--- src/rtl/floppy_drive_pkg.sv ---
// Constants, layouts and carriers for the drive interface block
package floppy_drive_pkg;
	// Clock and timing
	localparam int CLK_PERIOD_NS = 10;
	localparam int ERASE_DELAY_NS = 200;
	localparam int ERASE_DELAY_CYC = (ERASE_DELAY_NS + CLK_PERIOD_NS - 1) / CLK_PERIOD_NS;
	localparam logic [7:0] TRACK_LAST = 8'h4f;
	localparam logic [7:0] TRACK_HOME = 8'h00;
	// Register byte offsets
	localparam logic [7:0] REG_CTRL = 8'h00;
	localparam logic [7:0] REG_STATUS = 8'h04;
	localparam logic [7:0] REG_IRQ_STATUS = 8'h08;
	localparam logic [7:0] REG_IRQ_CLEAR = 8'h0c;
	localparam logic [7:0] REG_IRQ_ENABLE = 8'h10;
	// Shared pin option modes
	localparam logic [1:0] SHARED_OFF = 2'h0;
	localparam logic [1:0] SHARED_LOCK_IN = 2'h1;
	localparam logic [1:0] SHARED_CHANGE_OUT = 2'h2;
	// Interrupt bit positions
	localparam int IRQ_STEP = 0;
	localparam int IRQ_WRITE = 1;
	localparam int IRQ_READY = 2;
	localparam int IRQ_INDEX = 3;
	localparam int IRQ_TRACK0 = 4;
	localparam int IRQ_W = 5;
	// Reset values
	localparam logic [9:0] CTRL_RESET = 10'h00f;
	localparam logic [IRQ_W-1:0] IRQ_RESET = 5'h00;
	// Control register layout, bit 0 at the bottom
	typedef struct packed {
		logic [1:0] unit_num;
		logic [1:0] shared_mode;
		logic lock_select_and_strap;
		logic lock_mode_strap;
		logic hl_host_line_strap;
		logic hl_select_gate_strap;
		logic hl_source_strap;
		logic elec_head_load;
	} ctrl_type;
	// Status register layout
	typedef struct packed {
		logic head_load;
		logic spindle;
		logic change;
		logic lock;
		logic head1;
		logic erase;
		logic write_gate;
		logic ready;
		logic selected;
		logic [7:0] track;
	} status_type;
	// Host cable inputs, all active low
	typedef struct packed {
		logic [3:0] unit_select_n;
		logic motor_on_n;
		logic head_load_n;
		logic direction_n;
		logic step_pulse_n;
		logic write_enable_n;
		logic write_stream_n;
		logic head_side_n;
		logic door_lock_n;
	} host_lines_type;
	// Mechanism sensors, active high
	typedef struct packed {
		logic loaded;
		logic up_to_speed;
		logic protected_disk;
		logic index;
		logic read_raw;
	} mech_in_type;
endpackage

--- src/rtl/floppy_drive_interface_control.sv ---
// Drive-side interface control: select gating, stepping, write/erase, status
// Notes on behaviour
// - Ready needs option, loaded disk, speed, select
// - Each step pulse moves one track, except outward at track 00 or inward at the last track
// - Write enable opens writing, closes reading
// - Erase lags write enable by fixed delay
// - Controls and status act only when selected; spindle, ungated head load and direct (not ANDed) door lock act regardless of select
// - Track zero output while on track 00
// - Write protect output while disk protected
// - Spindle runs while motor-on asserted
// - Door line locks door, lights busy lamp
// - Drive sends clock and data on one line
// - Shared pin: latched lock input or change flag
// - Head load source: speed or motor-on
// - Head load optionally gated by select
// - Head load optionally gated by host line
// - Lock direct, ANDed with select, or latched
//
// Implementation choices: the Avalon-MM register port and the address map.
`timescale 1ns/1ps
`default_nettype none
module floppy_drive_interface_control
	import floppy_drive_pkg::*;
(
	// Clock and reset
	input wire logic i_core_clk,
	input wire logic i_reset,
	// Avalon-MM slave
	input wire logic [7:0] i_avs_address,
	input wire logic i_avs_read,
	input wire logic i_avs_write,
	input wire logic [31:0] i_avs_writedata,
	input wire logic [3:0] i_avs_byteenable,
	output logic [31:0] o_avs_readdata,
	output logic o_avs_waitrequest,
	output logic o_irq,
	// Host cable, inputs
	input wire host_lines_type i_host_lines,
	input wire logic i_shared_n,
	// Host cable, status outputs and shared pin
	output logic o_drive_ready_n,
	output logic o_track_zero_n,
	output logic o_write_protect_n,
	output logic o_index_pulse_n,
	output logic o_read_stream_n,
	output logic o_status_oe,
	output logic o_shared_n,
	output logic o_shared_oe,
	// Mechanism
	input wire mech_in_type i_mech,
	output logic o_spindle_on,
	output logic o_head_load,
	output logic o_door_lock,
	output logic o_busy_led,
	output logic o_step,
	output logic o_step_inward,
	output logic o_head1,
	output logic o_write_gate,
	output logic o_erase,
	output logic o_write_data,
	output logic o_read_enable
);
	localparam int SYNC_W = 18;
	localparam int ERASE_LAG = ERASE_DELAY_CYC - 1;
	localparam logic [7:0] ERASE_TOP = 8'(ERASE_DELAY_CYC - 1);

	// Synchroniser stages and agreed levels
	logic [SYNC_W-1:0] s1_q, s2_q, s3_q, filt_q;
	host_lines_type hl;
	mech_in_type mi;
	logic shared_in;
	ctrl_type ctrl_q;
	logic [IRQ_W-1:0] irq_stat_q, irq_en_q, irq_ev, irq_clr;
	logic [7:0] track_q;
	logic step_prev_q, sel, step_evt, wr, rdy_cond, rdy_raw_q;
	logic ready_q, change_q, lock_q, erase_q, idx_prev_q;
	logic [7:0] erase_cnt_q;
	logic accept, do_write;
	logic [31:0] wmask;
	status_type stat;

	// Three stages; a bit counts once stages two and three agree
	always_ff @(posedge i_core_clk) begin
		s1_q <= {i_shared_n, i_mech, i_host_lines};
		s2_q <= s1_q;
		s3_q <= s2_q;
		if (i_reset) begin
			filt_q <= {SYNC_W{1'b1}} ^ {1'b0, 5'h1f, 12'h000};
		end else begin
			filt_q <= (~(s2_q ^ s3_q) & s3_q) | ((s2_q ^ s3_q) & filt_q);
		end
	end
	// Cable levels split into fields here; host lines stay active low, only the shared pin is inverted
	assign hl = filt_q[11:0];
	assign mi = filt_q[16:12];
	assign shared_in = ~filt_q[17];

	// Selection by the assigned unit line
	assign sel = ~hl.unit_select_n[ctrl_q.unit_num];
	// Falling step edge only counts when selected
	assign step_evt = sel & step_prev_q & ~hl.step_pulse_n;
	// Protected media never gets written
	assign wr = sel & ~hl.write_enable_n & ~mi.protected_disk;
	assign rdy_cond = ctrl_q.elec_head_load & mi.loaded & mi.up_to_speed & sel;

	// Avalon handshake: one wait cycle, then a single accept cycle
	assign accept = (i_avs_read | i_avs_write) & ~o_avs_waitrequest;
	assign do_write = accept & i_avs_write;
	assign wmask = {{8{i_avs_byteenable[3]}}, {8{i_avs_byteenable[2]}},
		{8{i_avs_byteenable[1]}}, {8{i_avs_byteenable[0]}}};
	assign irq_clr = (do_write && i_avs_address == REG_IRQ_CLEAR) ?
		(i_avs_writedata[IRQ_W-1:0] & wmask[IRQ_W-1:0]) : IRQ_RESET;

	// Status word assembled from live state
	always_comb begin
		stat.head_load = o_head_load;
		stat.spindle = o_spindle_on;
		stat.change = change_q;
		stat.lock = lock_q;
		stat.head1 = o_head1;
		stat.erase = erase_q;
		stat.write_gate = o_write_gate;
		stat.ready = ready_q;
		stat.selected = o_status_oe;
		stat.track = track_q;
	end

	// Waitrequest high at rest; dropped for the accept cycle
	always_ff @(posedge i_core_clk) begin
		if (i_reset) begin
			o_avs_waitrequest <= 1'b1;
		end else if (accept) begin
			o_avs_waitrequest <= 1'b1;
		end else if (i_avs_read | i_avs_write) begin
			o_avs_waitrequest <= 1'b0;
		end
	end

	// Read data registered ahead of the accept cycle
	always_ff @(posedge i_core_clk) begin
		if (i_reset) begin
			o_avs_readdata <= 32'h0000_0000;
		end else if (i_avs_read && o_avs_waitrequest) begin
			if (i_avs_address == REG_CTRL) begin
				o_avs_readdata <= 32'(ctrl_q);
			end else if (i_avs_address == REG_STATUS) begin
				o_avs_readdata <= 32'(stat);
			end else if (i_avs_address == REG_IRQ_STATUS) begin
				o_avs_readdata <= 32'(irq_stat_q);
			end else if (i_avs_address == REG_IRQ_ENABLE) begin
				o_avs_readdata <= 32'(irq_en_q);
			end else begin
				// Unmapped and write-only offsets read zero
				o_avs_readdata <= 32'h0000_0000;
			end
		end
	end

	// Control and enable registers, byte-lane masked
	always_ff @(posedge i_core_clk) begin
		if (i_reset) begin
			ctrl_q <= CTRL_RESET;
			irq_en_q <= IRQ_RESET;
		end else if (do_write && i_avs_address == REG_CTRL) begin
			ctrl_q <= (ctrl_q & ~wmask[9:0]) | (i_avs_writedata[9:0] & wmask[9:0]);
		end else if (do_write && i_avs_address == REG_IRQ_ENABLE) begin
			irq_en_q <= (irq_en_q & ~wmask[IRQ_W-1:0]) | (i_avs_writedata[IRQ_W-1:0] & wmask[IRQ_W-1:0]);
		end
	end

	// Events for the sticky status bits
	always_comb begin
		irq_ev = IRQ_RESET;
		irq_ev[IRQ_STEP] = step_evt;
		irq_ev[IRQ_WRITE] = wr & ~o_write_gate;
		irq_ev[IRQ_READY] = (mi.loaded & mi.up_to_speed) ^ rdy_raw_q;
		irq_ev[IRQ_INDEX] = mi.index & ~idx_prev_q;
		irq_ev[IRQ_TRACK0] = step_evt & (track_q == 8'h01) & hl.direction_n;
	end

	// Sticky bits; a new event beats a clear in the same cycle
	always_ff @(posedge i_core_clk) begin
		if (i_reset) begin
			irq_stat_q <= IRQ_RESET;
			o_irq <= 1'b0;
		end else begin
			irq_stat_q <= (irq_stat_q & ~irq_clr) | irq_ev;
			o_irq <= |(irq_stat_q & irq_en_q);
		end
	end

	// Edge memories
	always_ff @(posedge i_core_clk) begin
		if (i_reset) begin
			step_prev_q <= 1'b1;
			idx_prev_q <= 1'b0;
			rdy_raw_q <= 1'b0;
		end else begin
			step_prev_q <= hl.step_pulse_n;
			idx_prev_q <= mi.index;
			rdy_raw_q <= mi.loaded & mi.up_to_speed;
		end
	end

	// Carriage position; clamped so the stepper never overruns the stops
	always_ff @(posedge i_core_clk) begin
		if (i_reset) begin
			track_q <= TRACK_HOME;
			o_step <= 1'b0;
			o_step_inward <= 1'b0;
		end else begin
			o_step <= 1'b0;
			if (step_evt && !hl.direction_n && track_q != TRACK_LAST) begin
				track_q <= track_q + 8'h01;
				o_step <= 1'b1;
				o_step_inward <= 1'b1;
			end else if (step_evt && hl.direction_n && track_q != TRACK_HOME) begin
				track_q <= track_q - 8'h01;
				o_step <= 1'b1;
				o_step_inward <= 1'b0;
			end
		end
	end

	// Status pins, driven only while this unit is selected
	always_ff @(posedge i_core_clk) begin
		if (i_reset) begin
			o_status_oe <= 1'b0;
			ready_q <= 1'b0;
			o_drive_ready_n <= 1'b1;
			o_track_zero_n <= 1'b1;
			o_write_protect_n <= 1'b1;
			o_index_pulse_n <= 1'b1;
		end else begin
			o_status_oe <= sel;
			ready_q <= rdy_cond;
			o_drive_ready_n <= ~rdy_cond;
			o_track_zero_n <= ~(sel & (track_q == TRACK_HOME));
			o_write_protect_n <= ~(sel & mi.loaded & mi.protected_disk);
			o_index_pulse_n <= ~(sel & mi.index);
		end
	end

	// Serial streams: read blocked while writing
	always_ff @(posedge i_core_clk) begin
		if (i_reset) begin
			o_read_stream_n <= 1'b1;
			o_read_enable <= 1'b1;
			o_write_gate <= 1'b0;
			o_write_data <= 1'b0;
		end else begin
			o_read_stream_n <= ~(sel & ~wr & mi.read_raw);
			o_read_enable <= ~wr;
			o_write_gate <= wr;
			o_write_data <= wr & ~hl.write_stream_n;
		end
	end

	// Erase trails the write gate on both edges by a fixed count
	always_ff @(posedge i_core_clk) begin
		if (i_reset) begin
			erase_q <= 1'b0;
			erase_cnt_q <= 8'h00;
		end else if (o_write_gate == erase_q) begin
			erase_cnt_q <= 8'h00;
		end else if (erase_cnt_q == ERASE_TOP) begin
			erase_q <= o_write_gate;
			erase_cnt_q <= 8'h00;
		end else begin
			erase_cnt_q <= erase_cnt_q + 8'h01;
		end
	end
	assign o_erase = erase_q;

	// Spindle, head side and head load per strap settings
	always_ff @(posedge i_core_clk) begin
		if (i_reset) begin
			o_spindle_on <= 1'b0;
			o_head1 <= 1'b0;
			o_head_load <= 1'b0;
		end else begin
			o_spindle_on <= ~hl.motor_on_n;
			if (sel) begin
				o_head1 <= ~hl.head_side_n;
			end
			o_head_load <= (ctrl_q.hl_source_strap ? ~hl.motor_on_n : mi.up_to_speed)
				& (ctrl_q.hl_select_gate_strap ? sel : 1'b1)
				& (ctrl_q.hl_host_line_strap ? ~hl.head_load_n : 1'b1);
		end
	end

	// Door lock; latched mode holds while deselected
	always_ff @(posedge i_core_clk) begin
		if (i_reset) begin
			lock_q <= 1'b0;
		end else if (ctrl_q.lock_mode_strap) begin
			if (sel) begin
				lock_q <= (ctrl_q.shared_mode == SHARED_LOCK_IN) ? shared_in : ~hl.door_lock_n;
			end
		end else begin
			lock_q <= ~hl.door_lock_n & (ctrl_q.lock_select_and_strap ? sel : 1'b1);
		end
	end
	assign o_door_lock = lock_q;
	assign o_busy_led = lock_q;

	// Ready-change flag on the shared pin; a change beats a clear
	always_ff @(posedge i_core_clk) begin
		if (i_reset) begin
			change_q <= 1'b0;
			o_shared_n <= 1'b1;
			o_shared_oe <= 1'b0;
		end else begin
			change_q <= irq_ev[IRQ_READY] | (change_q & ~step_evt);
			o_shared_n <= ~change_q;
			o_shared_oe <= sel & change_q & (ctrl_q.shared_mode == SHARED_CHANGE_OUT);
		end
	end
endmodule
`default_nettype wire

--- config.mk ---
export PLATFORM = sky130hd
export DESIGN_NAME = floppy_drive_interface_control
export DESIGN_NICKNAME = d
export VERILOG_FILES = /design/src/rtl/floppy_drive_pkg.sv /design/src/rtl/floppy_drive_interface_control.sv
export SDC_FILE = /design/constraint.sdc
export NUM_CORES = 1
export LEC_CHECK = 0
export ABC_CLOCK_PERIOD_IN_PS = 2200
export BUFFER_PORTS_ARGS = -buffer_cell sky130_fd_sc_hd__buf_2
export CORE_MARGIN = 2
export CORE_UTILIZATION = 55
export CTS_BUF_LIST = sky130_fd_sc_hd__clkbuf_2 sky130_fd_sc_hd__clkbuf_4 sky130_fd_sc_hd__clkbuf_8
export DETAILED_ROUTE_END_ITERATION = 12
export GPL_TIMING_DRIVEN = 0
export PLACE_DENSITY = 0.81
export SYNTH_ARGS = -nofsm -noshare
export SYNTH_HDL_FRONTEND = slang
export SYNTH_SLANG_ARGS = --single-unit
--- constraint.sdc ---
create_clock -name i_core_clk -period 2.2 [get_ports i_core_clk]
set_input_delay 0.11 -clock i_core_clk [delete_from_list [all_inputs] [get_ports i_core_clk]]
set_output_delay 0.11 -clock i_core_clk [all_outputs]
set_load 0.02 [all_outputs]
==> impl_metrics.env <==
export IMPL_post_synth_top_count_cell="dfxtp_1"
export IMPL_drt_first_pass_iters=5
export IMPL_critPathCapture="track_q[5]"
export IMPL_synth_avg_cell_area_um2=9.929
export IMPL_die_y_um=101.4
export IMPL_synth_largest_area_cell="dfxtp_1"
export IMPL_ys_flop_type="dfxtp_1"
export IMPL_drive_above_1_share_pct=21.42
export IMPL_clock_sinks=150
export IMPL_report_final_setup_viol=0
export IMPL_wl_per_cell_um=15.68
export IMPL_synth_commonest_cells="dfxtp_1, nor2_1, a21oi_1, nand2_1, o21ai_0"
export IMPL_synth_edff_count=0
export IMPL_numCtsBuffers=17
export IMPL_route_detailed_drc=0
export IMPL_die_w_um=101.4
export IMPL_peakVddDrop_mv=0.5189
export IMPL_nets=735
export IMPL_ys_ff_latch=150
export IMPL_finalHoldViolations=0
export IMPL_seq_area_frac_synth_pct=57.61
export IMPL_critical_path_depth=6
export IMPL_grt_pass1_wl_um=19510
export IMPL_worst_clock_skew_ns=0.01280
export IMPL_routed_wl_um=12360
export IMPL_leakagePower_nw=2.702
export IMPL_slowest_delay_ns=0.55
export IMPL_worstSetupPathType="reg2reg"
export IMPL_fin_ws_ns=0.08765
export IMPL_synth_area_leaders="dfxtp_1, a21oi_1, nor2_1"
export IMPL_pre_cts_ws_ns=-0.08503
export IMPL_core_area_um2=9196
export IMPL_clkLatencyLatePin_ns=0.45
export IMPL_maxCapViolCount=0
export IMPL_vias_per_cell=5.504
export IMPL_drtAntennaViolNets=0
export IMPL_powerDensity_nw_per_um2=801.9
export IMPL_finalMaxSlewViolations=0
export IMPL_netlist_area_leader_share_pct=57.61
export IMPL_timing_fmax_ghz=0.4734
export IMPL_cp_slowest_cell="mux4_2"
export IMPL_syn_to_final_growth_pct=24.48
export IMPL_vias=4337
export IMPL_critPathTopFamily="multiplexers"
export IMPL_setup_tns_ns=0
export IMPL_fin_crit_sh_pct=96.02
export IMPL_min_path_type="in2reg"
export IMPL_rsz0062_at_grt="false"
export IMPL_fin_crit_ns=2.112
export IMPL_crit_chain="mux4_2 -> buf_2 -> or3b_4 -> a21oi_1 -> xnor2_1 -> nor2_1"
export IMPL_synthDistinctLibCells=54
export IMPL_dpl_hpwl_um=8429
export IMPL_rr_worst_depth=6
export IMPL_cts_clk_slew_worst_paths_ns=0.08
export IMPL_track_usage_pct=24.77
export IMPL_drtIter0Drc=249
export IMPL_ios=119
export IMPL_fillers=680
export IMPL_cts_root_buf="clkbuf_8"
export IMPL_synthCells=525
export IMPL_grt_pass1_vias=4144
export IMPL_synthesis_area_um2=5212
export IMPL_critPathRequiredTime_ns=2.52
export IMPL_cts_tree="done"
export IMPL_num_rows=35
export IMPL_crit_buf_inv=1
export IMPL_port_buffers=78
export IMPL_antenna_found_initial=0
export IMPL_gr_total_overflow=0
export IMPL_grt_max_degree=17
export IMPL_num_antenna_cells=0
export IMPL_crit_fanout=10
export IMPL_r2r_slack_ns=0.09
export IMPL_r2r_end="track_q[5]"
export IMPL_clk_path_buf_depth=2
export IMPL_dieArea_um2=10270
export IMPL_async_flop_share_pct=0
export IMPL_cp_start_kind="register"
export IMPL_hold_depth=3
export IMPL_cts_htree_levels=4
export IMPL_place_congestion=0.8771
export IMPL_status="completed"
export IMPL_worstSetupEndpointType="register"
export IMPL_relSlewSlack_pct=37.84
export IMPL_initial_core_util_pct=56.68
export IMPL_cp_arrival_ns=2.43
export IMPL_yosys_warnings=0
export IMPL_tightest_slew_ns=0.9240
[worst register-to-register path, cell delays in order, from the launching register on]
cell and delay (ns):
dfxtp_2 0.40, mux4_2 0.56, buf_2 0.21, or3b_4 0.44
a21oi_1 0.19, xnor2_1 0.14, nor2_1 0.05
[per-layer routing]
metal	global-route usage, %	share of wire, %	wire (µm)	vias to the layer above
li1	-	-	-	2092
met1	29.71	41	5098	1987
met2	40.40	47	5858	211
met3	6.280	7.3	905	47
met4	14.45	4.0	494	0
met5	0	0	0	-
[cells by family (layout without fill, tap and decap cells)]
| logic type | after synthesis | count (layout) | synth area share (%) |
|---|---|---|---|
| other | 1 | 15 | 0.07194 |
| and+or+nand+nor | 173 | 173 | 16.61 |
| AOI/OAI and AO/OA | 124 | 124 | 15.15 |
| muxes | 8 | 8 | 1.800 |
| DFF | 150 | 150 | 57.61 |
| xor gates and xnor gates | 15 | 15 | 2.520 |
| adders and majority gates | 5 | 5 | 1.200 |
| buffers and inverters | 49 | 187 | 5.041 |
[worst min-delay path by stage]
stage,from,to
2_1_floorplan,i_host_lines[0],s1_q[0]
3_3_place_gp,i_host_lines[0],s1_q[0]
3_5_place_dp,i_host_lines[11],s1_q[11]
4_1_cts,i_avs_read,o_avs_waitrequest
5_1_grt,i_reset,o_status_oe
6_report,i_avs_write,o_avs_waitrequest
[placed cells by master (no fill, tap or decap), drive strengths merged, types with 8 or more instances in the layout]
cell type	instances
a21oi	45
a22oi	13
buf	102
clkbuf	32
conb	15
dfxtp	150
dlygate4sd3	28
inv	19
nand2	43
nand3	18
nor2	54
nor2b	11
nor3	8
o211ai	8
o21ai	19
o21bai	14
xnor2	10
[report_power, final]
group | total (W) | switching [W] | internal, W
Combinational | 0.000306 | 0.000168 | 0.000139
Clock | 0.00204 | 0.00109 | 0.000954
Sequential | 0.00285 | 0.0000535 | 0.00280
Total | 0.00520 | 0.00131 | 0.00389
[final cells by class]
class                      instances  area [µm²]  share of cell area [%]
sequential                       150        3004                   46.30
multi-input combinational        340        2027                   31.24
timing repair buffer             106       670.6                   10.34
clock buffer                      19       249.0                   3.837
buffer                            37       219.0                   3.374
tap                              111       138.9                   2.140
clock inverter                    13       135.1                   2.083
inverter                          12       45.04                  0.6942
[stage by stage]
step | std cells | hold slack, ns | instance area [µm²] | util (%) | power [W]
final | 788 | 0.03285 | 6489 | 70.56 | 0.005203
after global placement | 728 | 0.2119 | 5794 | 63.01 | 0.003161
after CTS | 788 | 0.01303 | 6461 | 70.26 | 0.005223
after global routing | 788 | 0.04777 | 6489 | 70.56 | 0.005386
after detailed placement | 728 | 0.2136 | 5794 | 63.01 | 0.003175
after floorplan | 539 | 0.1377 | 5265 | - | 0.003068
[what timing repair did]
item | in CTS | in global routing
setup endpoints to repair | 5 | 13
resized for setup | 1 | 9
hold endpoints to repair | 33 | 0
buffers inserted | 0 | 0
hold buffers | 28 | 0
(Power assumes the default switching activity.)
